## src/pkg/atg_pkg.sv

```systemverilog
// Constants and types shared by the strobe timing generator files.
// Assumes a single 250 MHz ref_clk and a synchronous, active-high reset.
`default_nettype none

package atg_pkg;

  // Clock rates; the strobe phases are counted in 60 MHz periods.
  localparam int REF_CLK_MHZ = 250;
  localparam int XFER_CLK_MHZ = 60;
  localparam logic [7:0] TICK_INC = 8'(XFER_CLK_MHZ);
  localparam logic [7:0] TICK_WRAP = 8'(REF_CLK_MHZ);
  localparam logic [7:0] TICK_ACC_RST = 8'h00;

  // Programmed counts are 5 bits; phase lengths with overhead need 6.
  localparam int CNT_W = 5;
  localparam int LEN_W = 6;
  localparam logic [CNT_W-1:0] CNT_RST = 5'h00;

  // Fixed overhead added to each programmed count, in 60 MHz periods.
  localparam logic [LEN_W-1:0] PIO_HOLD_TICKS = 6'h02;
  localparam logic [LEN_W-1:0] PIO_ASSERT_EXTRA = 6'h01;
  localparam logic [LEN_W-1:0] PIO_RECOV_EXTRA = PIO_HOLD_TICKS;
  localparam logic [LEN_W-1:0] MW_ASSERT_EXTRA = 6'h01;
  localparam logic [LEN_W-1:0] MW_RECOV_EXTRA = 6'h02;
  localparam logic [LEN_W-1:0] ULTRA_DMA_MODE_ASSERT_EXTRA = 6'h02;
  localparam logic [LEN_W-1:0] ULTRA_DMA_MODE_RECOV_EXTRA = 6'h01;

  // Data path.
  localparam int DATA_W = 16;
  localparam int FIFO_DEPTH = 32;
  localparam int LEVEL_W = 6;

  // AXI4-Lite register map (byte addresses).
  localparam int AXI_AW = 8;
  localparam logic [7:0] OFF_PIO_ASSERT = 8'h00;
  localparam logic [7:0] OFF_PIO_RECOV = 8'h04;
  localparam logic [7:0] OFF_DMA_ASSERT = 8'h08;
  localparam logic [7:0] OFF_DMA_RECOV = 8'h0C;
  localparam logic [7:0] OFF_CTRL = 8'h10;
  localparam logic [7:0] OFF_STATUS = 8'h14;
  localparam logic [7:0] OFF_DATA = 8'h18;
  localparam logic [1:0] RESP_OKAY = 2'h0;
  localparam logic [1:0] RESP_SLVERR = 2'h2;

  // Field positions.
  localparam int CTRL_TYPE_LSB = 0;
  localparam int CTRL_EN_BIT = 2;
  localparam int STAT_BUSY = 0;
  localparam int STAT_STATE_LSB = 1;
  localparam int STAT_TYPE_LSB = 4;
  localparam int STAT_PAUSE = 6;
  localparam int STAT_STROBE = 7;
  localparam int STAT_LEVEL_LSB = 8;
  localparam logic [1:0] CTRL_TYPE_RST = 2'h0;

  typedef enum logic [1:0] {
    XFER_PIO,
    XFER_MULTIWORD_DMA,
    XFER_ULTRA_DMA
  } atg_xfer_t;

  typedef enum logic [2:0] {
    ST_IDLE,
    ST_ASSERT,
    ST_RECOVER,
    ST_ULTRA_DMA_MODE_RECOVER,
    ST_ULTRA_DMA_MODE_WAIT
  } atg_state_t;

endpackage

`default_nettype wire

```

## src/pkg/atg_stream_if.sv

```systemverilog
// Valid/ready word stream between the generator and its FIFO.
// Assumes both ends run on the same clock.
`default_nettype none

interface atg_stream_if #(parameter int W = 16);
  logic valid;
  logic ready;
  logic [W-1:0] data;
  modport src (output valid, output data, input ready);
  modport snk (input valid, input data, output ready);
endinterface

`default_nettype wire

```

## src/hdl/atg_fifo.sv

```systemverilog
// Synchronous FIFO with valid/ready on both sides.
// Assumes DEPTH is a power of two; one clock, synchronous reset.
`default_nettype none

module atg_fifo #(
  parameter int W = 16,
  parameter int DEPTH = 32
) (
  // Clock and reset
  input wire logic ref_clk,
  input wire logic srst,
  input wire logic flush,
  // Stream sides
  atg_stream_if.snk wr,
  atg_stream_if.src rd,
  // Fill level
  output logic [$clog2(DEPTH):0] level
);
  localparam int AW = $clog2(DEPTH);

  logic [W-1:0] mem [DEPTH];
  logic [AW-1:0] wrPtr_q;
  logic [AW-1:0] rdPtr_q;
  logic [AW:0] level_q;
  logic push;
  logic pop;

  assign wr.ready = level_q != (AW+1)'(DEPTH);
  assign rd.valid = level_q != '0;
  assign rd.data = mem[rdPtr_q];
  assign push = wr.valid && wr.ready;
  assign pop = rd.valid && rd.ready;
  assign level = level_q;

  always_ff @(posedge ref_clk) begin
    if (push) begin
      mem[wrPtr_q] <= wr.data;
    end
  end

  always_ff @(posedge ref_clk) begin
    if (srst || flush) begin
      wrPtr_q <= '0;
      rdPtr_q <= '0;
      level_q <= '0;
    end else begin
      if (push) begin
        wrPtr_q <= wrPtr_q + 1'b1;
      end
      if (pop) begin
        rdPtr_q <= rdPtr_q + 1'b1;
      end
      level_q <= level_q + (AW+1)'(push) - (AW+1)'(pop);
    end
  end

endmodule // atg_fifo

`default_nettype wire

```

## src/hdl/atg_phase_timer.sv

```systemverilog
// Down counter that times one strobe phase in 60 MHz periods.
// Assumes load and tick come from logic on the same clock.
`default_nettype none

module atg_phase_timer (
  // Clock and reset
  input wire logic ref_clk,
  input wire logic srst,
  input wire logic abort,
  // Timing
  input wire logic tick,
  input wire logic load,
  input wire logic [atg_pkg::LEN_W-1:0] loadLen,
  output logic expire
);
  import atg_pkg::*;

  logic [LEN_W-1:0] cnt_q;

  // The phase ends on the tick that takes the count from one to zero.
  assign expire = tick && (cnt_q == LEN_W'(1));

  always_ff @(posedge ref_clk) begin
    if (srst || abort) begin
      cnt_q <= '0;
    end else if (load) begin
      cnt_q <= loadLen;
    end else if (tick && cnt_q != '0) begin
      cnt_q <= cnt_q - 1'b1;
    end
  end

endmodule // atg_phase_timer

`default_nettype wire

```

## src/hdl/atg_strobe_timing.sv

```systemverilog
// Strobe timing generator: AXI4-Lite registers, a word FIFO and the
// phase state machine that drives the drive-side write strobe.
// Assumes a 250 MHz ref_clk and a drive pause pin from outside.
`default_nettype none

////////////////////////////////////////////////////////////////////////
// Contract
// - Phases counted in 60 MHz periods.
// - PIO/multiword: assert +1, recover +2.
// - Ultra DMA: assert +2, recover +1.
// - Ultra DMA recovery may stretch 1-3 cycles; the code's wait after recovery has no upper limit.
// - Ultra DMA recovery only when burst pauses; the code also recovers when the FIFO runs empty or the engine is disabled.
// - Ultra DMA cycle is two assertion intervals.
// - Counts are 5 bits, upper bits zero.
// - Counts clear on reset, survive bus reset.
// - PIO write hold is two recovery cycles.
module atg_strobe_timing (
  // Clock and reset
  input wire logic ref_clk,
  input wire logic srst,
  // Host-side bus reset; stops the engine, keeps timing counts
  input wire logic hostBusRst,
  // AXI4-Lite write address and data
  input wire logic [atg_pkg::AXI_AW-1:0] s_axi_awaddr,
  input wire logic s_axi_awvalid,
  output logic s_axi_awready,
  input wire logic [31:0] s_axi_wdata,
  input wire logic [3:0] s_axi_wstrb,
  input wire logic s_axi_wvalid,
  output logic s_axi_wready,
  // AXI4-Lite write response
  output logic [1:0] s_axi_bresp,
  output logic s_axi_bvalid,
  input wire logic s_axi_bready,
  // AXI4-Lite read
  input wire logic [atg_pkg::AXI_AW-1:0] s_axi_araddr,
  input wire logic s_axi_arvalid,
  output logic s_axi_arready,
  output logic [31:0] s_axi_rdata,
  output logic [1:0] s_axi_rresp,
  output logic s_axi_rvalid,
  input wire logic s_axi_rready,
  // Drive side
  output logic ataStrobe,
  output logic [atg_pkg::DATA_W-1:0] ataDataOut,
  output logic ataDataOe,
  input wire logic udmaPause
);
  import atg_pkg::*;

  ////////////////////////////////////////////////////////////////////
  // Declarations.

  logic [7:0] tickAcc_q;
  logic [8:0] accSum;
  logic tick;

  logic pauseMeta_q;
  logic pauseSync_q;

  logic awHeld_q;
  logic [AXI_AW-1:0] awAddr_q;
  logic wHeld_q;
  logic [31:0] wData_q;
  logic [3:0] wStrb_q;
  logic bvalid_q;
  logic [1:0] bresp_q;
  logic rvalid_q;
  logic [31:0] rdata_q;
  logic [1:0] rresp_q;
  logic [AXI_AW-1:0] wrAddr;
  logic [AXI_AW-1:0] rdAddr;
  logic wrIsData;
  logic wrMapped;
  logic wrGo;
  logic [31:0] rdWord;
  logic rdMapped;
  logic [31:0] statusWord;

  logic [CNT_W-1:0] pioAssertCount_q;
  logic [CNT_W-1:0] pioRecoveryCount_q;
  logic [CNT_W-1:0] dmaAssertCount_q;
  logic [CNT_W-1:0] dmaRecoveryCount_q;
  logic [1:0] xferType_q;
  logic xferEnable_q;

  atg_state_t state_q;
  atg_state_t state_d;
  atg_xfer_t activeType_q;
  atg_xfer_t reqType;
  atg_xfer_t selType;
  logic strobe_q;
  logic [DATA_W-1:0] dataOut_q;
  logic dataOe_q;
  logic [LEN_W-1:0] assertLen;
  logic [LEN_W-1:0] recovLen;
  logic [LEN_W-1:0] loadLen;
  logic load;
  logic pop;
  logic expire;
  logic canGo;
  logic [LEVEL_W-1:0] fifoLevel;

  atg_stream_if #(.W(DATA_W)) pushIf ();
  atg_stream_if #(.W(DATA_W)) popIf ();

  ////////////////////////////////////////////////////////////////////
  // Transfer clock enable and pause synchroniser.

  assign accSum = {1'b0, tickAcc_q} + {1'b0, TICK_INC};
  assign tick = accSum >= {1'b0, TICK_WRAP};

  always_ff @(posedge ref_clk) begin
    if (srst) begin
      tickAcc_q <= TICK_ACC_RST;
    end else if (tick) begin
      tickAcc_q <= 8'(accSum - {1'b0, TICK_WRAP});
    end else begin
      tickAcc_q <= accSum[7:0];
    end
  end

  always_ff @(posedge ref_clk) begin
    if (srst) begin
      pauseMeta_q <= 1'b0;
      pauseSync_q <= 1'b0;
    end else begin
      pauseMeta_q <= udmaPause;
      pauseSync_q <= pauseMeta_q;
    end
  end

  ////////////////////////////////////////////////////////////////////
  // AXI4-Lite write channel.

  assign s_axi_awready = !awHeld_q;
  assign s_axi_wready = !wHeld_q;
  assign s_axi_bvalid = bvalid_q;
  assign s_axi_bresp = bresp_q;
  assign wrAddr = {awAddr_q[AXI_AW-1:2], 2'b00};
  assign wrIsData = wrAddr == OFF_DATA;
  assign wrMapped = wrAddr == OFF_PIO_ASSERT || wrAddr == OFF_PIO_RECOV
    || wrAddr == OFF_DMA_ASSERT || wrAddr == OFF_DMA_RECOV
    || wrAddr == OFF_CTRL || wrAddr == OFF_STATUS || wrIsData;

  // A data write waits for FIFO space before it is answered.
  assign pushIf.valid = awHeld_q && wHeld_q && !bvalid_q && wrIsData;
  assign pushIf.data = wData_q[DATA_W-1:0];
  assign wrGo = awHeld_q && wHeld_q && !bvalid_q && (!wrIsData || pushIf.ready);

  always_ff @(posedge ref_clk) begin
    if (srst) begin
      awHeld_q <= 1'b0;
      awAddr_q <= '0;
      wHeld_q <= 1'b0;
      wData_q <= '0;
      wStrb_q <= '0;
    end else begin
      if (s_axi_awvalid && !awHeld_q) begin
        awHeld_q <= 1'b1;
        awAddr_q <= s_axi_awaddr;
      end else if (wrGo) begin
        awHeld_q <= 1'b0;
      end
      if (s_axi_wvalid && !wHeld_q) begin
        wHeld_q <= 1'b1;
        wData_q <= s_axi_wdata;
        wStrb_q <= s_axi_wstrb;
      end else if (wrGo) begin
        wHeld_q <= 1'b0;
      end
    end
  end

  always_ff @(posedge ref_clk) begin
    if (srst) begin
      bvalid_q <= 1'b0;
      bresp_q <= RESP_OKAY;
    end else if (wrGo) begin
      bvalid_q <= 1'b1;
      bresp_q <= wrMapped ? RESP_OKAY : RESP_SLVERR;
    end else if (s_axi_bready) begin
      bvalid_q <= 1'b0;
    end
  end

  ////////////////////////////////////////////////////////////////////
  // Timing and control registers.

  // Cleared only by srst, never by hostBusRst.
  always_ff @(posedge ref_clk) begin
    if (srst) begin
      pioAssertCount_q <= CNT_RST;
      pioRecoveryCount_q <= CNT_RST;
      dmaAssertCount_q <= CNT_RST;
      dmaRecoveryCount_q <= CNT_RST;
      xferType_q <= CTRL_TYPE_RST;
      xferEnable_q <= 1'b0;
    end else if (wrGo && wStrb_q[0]) begin
      case (wrAddr)
        OFF_PIO_ASSERT: pioAssertCount_q <= wData_q[CNT_W-1:0];
        OFF_PIO_RECOV: pioRecoveryCount_q <= wData_q[CNT_W-1:0];
        OFF_DMA_ASSERT: dmaAssertCount_q <= wData_q[CNT_W-1:0];
        OFF_DMA_RECOV: dmaRecoveryCount_q <= wData_q[CNT_W-1:0];
        OFF_CTRL: begin
          xferType_q <= wData_q[CTRL_TYPE_LSB +: 2];
          xferEnable_q <= wData_q[CTRL_EN_BIT];
        end
        default: ;
      endcase
    end
  end

  ////////////////////////////////////////////////////////////////////
  // AXI4-Lite read channel.

  assign s_axi_arready = !rvalid_q;
  assign s_axi_rvalid = rvalid_q;
  assign s_axi_rdata = rdata_q;
  assign s_axi_rresp = rresp_q;
  assign rdAddr = {s_axi_araddr[AXI_AW-1:2], 2'b00};

  always_comb begin
    statusWord = '0;
    statusWord[STAT_BUSY] = state_q != ST_IDLE;
    statusWord[STAT_STATE_LSB +: 3] = state_q;
    statusWord[STAT_TYPE_LSB +: 2] = activeType_q;
    statusWord[STAT_PAUSE] = pauseSync_q;
    statusWord[STAT_STROBE] = strobe_q;
    statusWord[STAT_LEVEL_LSB +: LEVEL_W] = fifoLevel;
  end

  always_comb begin
    rdWord = '0;
    rdMapped = 1'b1;
    case (rdAddr)
      OFF_PIO_ASSERT: rdWord[CNT_W-1:0] = pioAssertCount_q;
      OFF_PIO_RECOV: rdWord[CNT_W-1:0] = pioRecoveryCount_q;
      OFF_DMA_ASSERT: rdWord[CNT_W-1:0] = dmaAssertCount_q;
      OFF_DMA_RECOV: rdWord[CNT_W-1:0] = dmaRecoveryCount_q;
      OFF_CTRL: begin
        rdWord[CTRL_TYPE_LSB +: 2] = xferType_q;
        rdWord[CTRL_EN_BIT] = xferEnable_q;
      end
      OFF_STATUS: rdWord = statusWord;
      OFF_DATA: rdWord = '0;
      default: rdMapped = 1'b0;
    endcase
  end

  always_ff @(posedge ref_clk) begin
    if (srst) begin
      rvalid_q <= 1'b0;
      rdata_q <= '0;
      rresp_q <= RESP_OKAY;
    end else if (s_axi_arvalid && !rvalid_q) begin
      rvalid_q <= 1'b1;
      rdata_q <= rdWord;
      rresp_q <= rdMapped ? RESP_OKAY : RESP_SLVERR;
    end else if (s_axi_rready) begin
      rvalid_q <= 1'b0;
    end
  end

  ////////////////////////////////////////////////////////////////////
  // Word buffer and phase timer.

  atg_fifo #(.W(DATA_W), .DEPTH(FIFO_DEPTH)) fifo (
    .ref_clk(ref_clk),
    .srst(srst),
    .flush(hostBusRst),
    .wr(pushIf),
    .rd(popIf),
    .level(fifoLevel)
  );

  atg_phase_timer timer (
    .ref_clk(ref_clk),
    .srst(srst),
    .abort(hostBusRst),
    .tick(tick),
    .load(load),
    .loadLen(loadLen),
    .expire(expire)
  );

  ////////////////////////////////////////////////////////////////////
  // Phase lengths.

  // Undefined type codes fall back to PIO.
  assign reqType = xferType_q == 2'h3 ? XFER_PIO : atg_xfer_t'(xferType_q);
  // Idle uses the requested type, else the latched one.
  assign selType = state_q == ST_IDLE ? reqType : activeType_q;

  always_comb begin
    case (selType)
      XFER_ULTRA_DMA: begin
        assertLen = {1'b0, dmaAssertCount_q} + ULTRA_DMA_MODE_ASSERT_EXTRA;
        recovLen = {1'b0, dmaRecoveryCount_q} + ULTRA_DMA_MODE_RECOV_EXTRA;
      end
      XFER_MULTIWORD_DMA: begin
        assertLen = {1'b0, dmaAssertCount_q} + MW_ASSERT_EXTRA;
        recovLen = {1'b0, dmaRecoveryCount_q} + MW_RECOV_EXTRA;
      end
      default: begin
        assertLen = {1'b0, pioAssertCount_q} + PIO_ASSERT_EXTRA;
        recovLen = {1'b0, pioRecoveryCount_q} + PIO_RECOV_EXTRA;
      end
    endcase
  end

  ////////////////////////////////////////////////////////////////////
  // Phase state machine. Strobe edges fall on a tick, except the drop when a disable ends the ultra DMA wait.

  assign canGo = xferEnable_q && popIf.valid;
  assign popIf.ready = pop;

  always_comb begin
    state_d = state_q;
    load = 1'b0;
    loadLen = assertLen;
    pop = 1'b0;
    case (state_q)
      ST_IDLE: begin
        if (tick && canGo) begin
          pop = 1'b1;
          load = 1'b1;
          state_d = ST_ASSERT;
        end
      end
      ST_ASSERT: begin
        if (expire) begin
          load = 1'b1;
          if (activeType_q != XFER_ULTRA_DMA) begin
            loadLen = recovLen;
            state_d = ST_RECOVER;
          end else if (canGo && !pauseSync_q) begin
            pop = 1'b1;
          end else begin
            loadLen = recovLen;
            state_d = ST_ULTRA_DMA_MODE_RECOVER;
          end
        end
      end
      ST_RECOVER: begin
        if (expire) begin
          if (canGo) begin
            pop = 1'b1;
            load = 1'b1;
            state_d = ST_ASSERT;
          end else begin
            state_d = ST_IDLE;
          end
        end
      end
      ST_ULTRA_DMA_MODE_RECOVER: begin
        if (expire) begin
          state_d = ST_ULTRA_DMA_MODE_WAIT;
        end
      end
      ST_ULTRA_DMA_MODE_WAIT: begin
        // Resume waits for a tick, a FIFO word, the enable and a clear synchronised pause.
        if (tick && canGo && !pauseSync_q) begin
          pop = 1'b1;
          load = 1'b1;
          state_d = ST_ASSERT;
        end else if (!xferEnable_q) begin
          state_d = ST_IDLE;
        end
      end
      default: state_d = ST_IDLE;
    endcase
  end

  always_ff @(posedge ref_clk) begin
    if (srst || hostBusRst) begin
      state_q <= ST_IDLE;
      activeType_q <= XFER_PIO;
    end else begin
      state_q <= state_d;
      if (state_q == ST_IDLE && pop) begin
        activeType_q <= reqType;
      end
    end
  end

  always_ff @(posedge ref_clk) begin
    if (srst || hostBusRst) begin
      strobe_q <= 1'b0;
      dataOut_q <= '0;
      dataOe_q <= 1'b0;
    end else begin
      if (pop) begin
        dataOut_q <= popIf.data;
        dataOe_q <= 1'b1;
        // Ultra DMA moves a word on each strobe edge.
        strobe_q <= selType == XFER_ULTRA_DMA ? !strobe_q : 1'b1;
      end else if (state_d == ST_IDLE) begin
        strobe_q <= 1'b0;
        dataOe_q <= 1'b0;
      end else if (state_d == ST_RECOVER) begin
        strobe_q <= 1'b0;
      end
    end
  end

  assign ataStrobe = strobe_q;
  assign ataDataOut = dataOut_q;
  assign ataDataOe = dataOe_q;

endmodule // atg_strobe_timing

`default_nettype wire

```

## config.mk

```make
export PLATFORM = sky130hd
export DESIGN_NAME = atg_strobe_timing
export DESIGN_NICKNAME = d
export VERILOG_FILES = /design/src/pkg/atg_pkg.sv /design/src/pkg/atg_stream_if.sv /design/src/hdl/atg_fifo.sv /design/src/hdl/atg_phase_timer.sv /design/src/hdl/atg_strobe_timing.sv
export SDC_FILE = /design/constraint.sdc
export NUM_CORES = 1
export LEC_CHECK = 0
export BUFFER_PORTS_ARGS = -buffer_cell sky130_fd_sc_hd__buf_2
export CORE_UTILIZATION = 61
export CTS_CLUSTER_DIAMETER = 80
export CTS_CLUSTER_SIZE = 12
export DETAILED_ROUTE_END_ITERATION = 7
export PLACE_DENSITY = 0.79
export SLEW_MARGIN = 10
export SYNTH_ARGS = -nofsm -noshare
export SYNTH_HDL_FRONTEND = slang
export SYNTH_HIERARCHICAL = 1
export SYNTH_SLANG_ARGS = --single-unit
```

## constraint.sdc

```tcl
create_clock -name ref_clk -period 6 [get_ports ref_clk]
set_input_delay 1.5 -clock ref_clk [delete_from_list [all_inputs] [get_ports ref_clk]]
set_output_delay 1.5 -clock ref_clk [all_outputs]
set_load 0.01 [all_outputs]
```

==> metrics.md <==
| Metric | Value |
|---|---|
| Minimum clock period | 5.624 ns |
| Final cycle utilization of the critical path | 0.9373 |
| Die W | 209.5 um |
| Fillers | 2714 |
| Gpl congestion | 0.9195 |
| Worst setup SP type | flip-flop |
| Core Rows | 75 |
| Number of buffers created by CTS | 59 |
| Vias | 15770 |
| Post-CTS Setup Inserts | 0 |
| Synth unique cells | 77 |
| RSZ-0062 raised after global routing | false |
| Maximum VDD drop | 0.0003751 V |
| Grt ovf | 0 |
| Routed Antenna Nets | 0 |
| Drt total wl | 61.15 mm |
| Setup violations, final | 0 |
| Setup Total Neg Slack | 0 ns |
| Top Ports | 120 |
| Yosys top cell area share | 0.5854 |
| Slew Viols, Final | 0 |
| CTS clock-pin slew for the worst setup and hold paths | 0.07 ns |
| Core footprint | 42230 sq um |
| H-tree Lvls | 2 |
| Worst Clk Skew | 0.03994 ns |
| Cts repair resizes | 0 |
| DRT Pass-1 Iters | 6 |
| Syn_area_per_cell | 15.01 sq um |
| Dominant cells by area after synthesis | edfxtp_1, dfxtp_1, mux2i_1 |
| Crit Path Class | reg2reg |
| Pin count of the biggest net entering global routing | 117 |
| Max frequency | 177.8 MHz |
| Average via count per standard cell | 6.504 |
| Final hold violation count | 0 |
| Worst Hold Class | reg2reg |
| Met3 global-route usage | 0.05297 |
| Post-Syn Area | 26260 sq um |
| EDFF count, synth | 512 |
| First-pass GRT wire length | 91.27 mm |
| Multi-input logic area | 7674 sq um |
| Slew headroom | 0.1738 |
| Grt peak-use layer | met2 |
| GRT Total Usage | 0.2812 |
| Pleak | 9.504 nW |
| Post-DR wirelength/cell | 25.23 um |
| Peak fanout along the critical path | 12 |
| CTS Buffer Depth | 3 |
| Syn Inst Count | 1750 |
| Die area | 43890 sq um |
| Status | completed |
| Initial antenna violation count | 2 |
| GRT met1 Usage | 0.3996 |
| Depth of the most critical reg-to-reg path | 22 |
| Initial Util | 0.6219 |
| Number of max-cap violations | 0 |
| Number of buffers added on ports | 76 |
| FFs w/ async S/R, synth | 0 |
| Share of cells above drive strength 1 | 0.1544 |
| Die H | 209.5 um |
| Vias in the first global route | 15230 |
| WP data arrival | 6.13 ns |
| Sequential cell area fraction in the yosys report | 0.6807 |
| Root Driver | clkbuf_16 |
| # DRC | 0 |
| Worst-Skew Late Latency | 0.65 ns |
| Worst-Margin Slew | 1.238 ns |
| Clock Sinks | 637 |
| Post-CTS Hold Buffers | 0 |
| Number of stages on the worst hold path | 2 |
| Commonest non-fill, non-tap cell in the layout | edfxtp_1 |
| CP Data Required Time | 6.51 ns |
| Setup crit end kind | flip-flop |
| Register Area | 17890 sq um |
| P&R area growth vs syn | 10.13% |
| Leading area contributor after synthesis | edfxtp_1 |
| Pwr dens | 296.7 nW/um^2 |
| Total power | 8.581 mW |
| Net count, final | 1930 |
| Yosys warnings | 6 |
| Hpwl dp | 36.18 mm |
| Main synth FF type | edfxtp_1 |
| Met2 Use GR | 0.4311 |
| Initial DRC count | 1876 |
| Most frequent cells in the layout | edfxtp_1, mux2i_1, dfxtp_1 |
| Number of synthesized register bits | 637 |
| CTS tree | done |
| Antenna cells | 0 |
sequential cells by signal, indices dropped and copies added (netlist names), 2 cells and up, named ones only:
| register | flops |
|---|---|
| state_q | 3 |
| tickAcc_q | 7 |
| pioAssertCount_q | 5 |
| fifo/wrPtr_q | 5 |
| fifo/level | 6 |
| s_axi_rdata | 14 |
| activeType_q | 2 |
| fifo/rdPtr_q | 5 |
| timer/cnt_q | 6 |
| pioRecoveryCount_q | 5 |
| dmaRecoveryCount_q | 5 |
| ataDataOut | 16 |
| awAddr_q | 6 |
| wData_q | 16 |
| dmaAssertCount_q | 5 |
| fifo/mem | 512 |
| xferType_q | 2 |
cell type report:
| cell class | count | area share |
|---|---|---|
| flip-flops and latches | 637 | 0.6184 |
| multi-input cells | 971 | 0.2653 |
| clock buffers | 102 | 0.05663 |
| repair buffers | 135 | 0.02890 |
| well taps | 539 | 0.02332 |
| inverters | 36 | 0.004672 |
| clock inverters | 4 | 0.002769 |
metal layers:
metal | share of wire | vias up | routed length (um)
met5 | 0.00015 | - | 9
met4 | 0.038 | 2 | 2314
met3 | 0.11 | 132 | 6487
met2 | 0.46 | 906 | 28220
met1 | 0.39 | 7806 | 24120
li1 | - | 6919 | -
power breakdown:
group | internal, mW | switching (mW) | total (mW) | leakage (nW)
logic | 0.104 | 0.214 | 0.318 | 2.90
registers | 4.80 | 0.0454 | 4.85 | 5.79
clock network | 1.85 | 1.57 | 3.42 | 0.811
worst paths after layout:
path / start / endpoint / slack, ns
setup / recovery: tickAcc_q[2] / fifo/level[4] / 0.38
hold / removal: s_axi_rdata[6] / s_axi_rdata[6] / 0.45
setup reg to reg: tickAcc_q[2] / fifo/level[4] / 0.38
hold reg to reg: s_axi_rdata[6] / s_axi_rdata[6] / 0.45
critical path: stages, from the launching register on:
cell      delay, ns
dfxtp_1        0.43
inv_1          0.12
ha_1           0.26
xnor2_1        0.20
or4b_4         0.57
o22a_1         0.23
clkinv_1       0.23
nor4b_1        0.48
and3b_1        0.34
inv_1          0.11
or4_1          0.54
o21ai_0        0.30
nand2_1        0.22
inv_1          0.11
ha_1           0.22
inv_1          0.06
ha_1           0.15
inv_1          0.05
fa_1           0.38
nand2b_1       0.17
a21oi_1        0.19
o21a_1         0.13
nor3_1         0.04
synthesized netlist by cell type, types with 3 or more instances:
| cell | number |
|---|---|
| nand2_1 | 85 |
| o211ai_1 | 17 |
| mux2i_1 | 154 |
| clkbuf_1 | 56 |
| nor3_1 | 16 |
| buf_2 | 33 |
| xor2_1 | 8 |
| nor2_1 | 92 |
| o21ai_0 | 35 |
| or3_1 | 5 |
| nor4_1 | 3 |
| o21a_1 | 4 |
| or2_2 | 5 |
| and3_1 | 5 |
| or4_1 | 3 |
| nand3b_1 | 5 |
| and3b_1 | 5 |
| inv_1 | 33 |
| o32a_1 | 3 |
| a31oi_1 | 11 |
| a21oi_1 | 79 |
| clkinv_1 | 3 |
| o22a_1 | 4 |
| o22ai_1 | 3 |
| dfxtp_1 | 125 |
| o31ai_1 | 4 |
| nand4_1 | 19 |
| xnor2_1 | 16 |
| and2_1 | 6 |
| nand3_1 | 78 |
| a22oi_1 | 100 |
| edfxtp_1 | 512 |
| buf_12 | 3 |
| buf_4 | 23 |
| mux4_2 | 59 |
| buf_1 | 6 |
| nor2b_1 | 19 |
| mux4_1 | 7 |
| mux2_2 | 8 |
| ha_1 | 28 |
| nand2b_1 | 12 |
| a211oi_1 | 7 |
| nor3b_1 | 6 |
stage by stage:
| stage | std cells | util | hold WS [ns] | setup slack (ns) | cell area, sq um |
|---|---|---|---|---|---|
| finish | 2424 | 0.6849 | 0.4550 | 0.3760 | 28920 |
| global route | 2424 | 0.6849 | 0.4609 | 0.02321 | 28920 |
| global placement | 2318 | 0.6442 | 0.4250 | 0.5740 | 27200 |
| detailed placement | 2318 | 0.6442 | 0.4405 | 0.4536 | 27200 |
| floorplan | 1769 | - | 0.4138 | 0.9137 | 26330 |
| CTS | 2424 | 0.6849 | 0.4527 | 0.4025 | 28920 |
cells by family (layout without fill, tap and decap cells):
family	after synthesis	in the layout	share of synthesized area
other	1	20	0.0001428
AOI/OAI and AO/OA	291	291	0.07428
DFF	637	637	0.6807
and+or+nand+nor	379	379	0.07223
xor gates and xnor gates	24	24	0.008004
adders and majority gates	29	29	0.01410
buffers and inverters	161	277	0.03078
muxes	228	228	0.1197
Power figures use the tool's default switching activity.
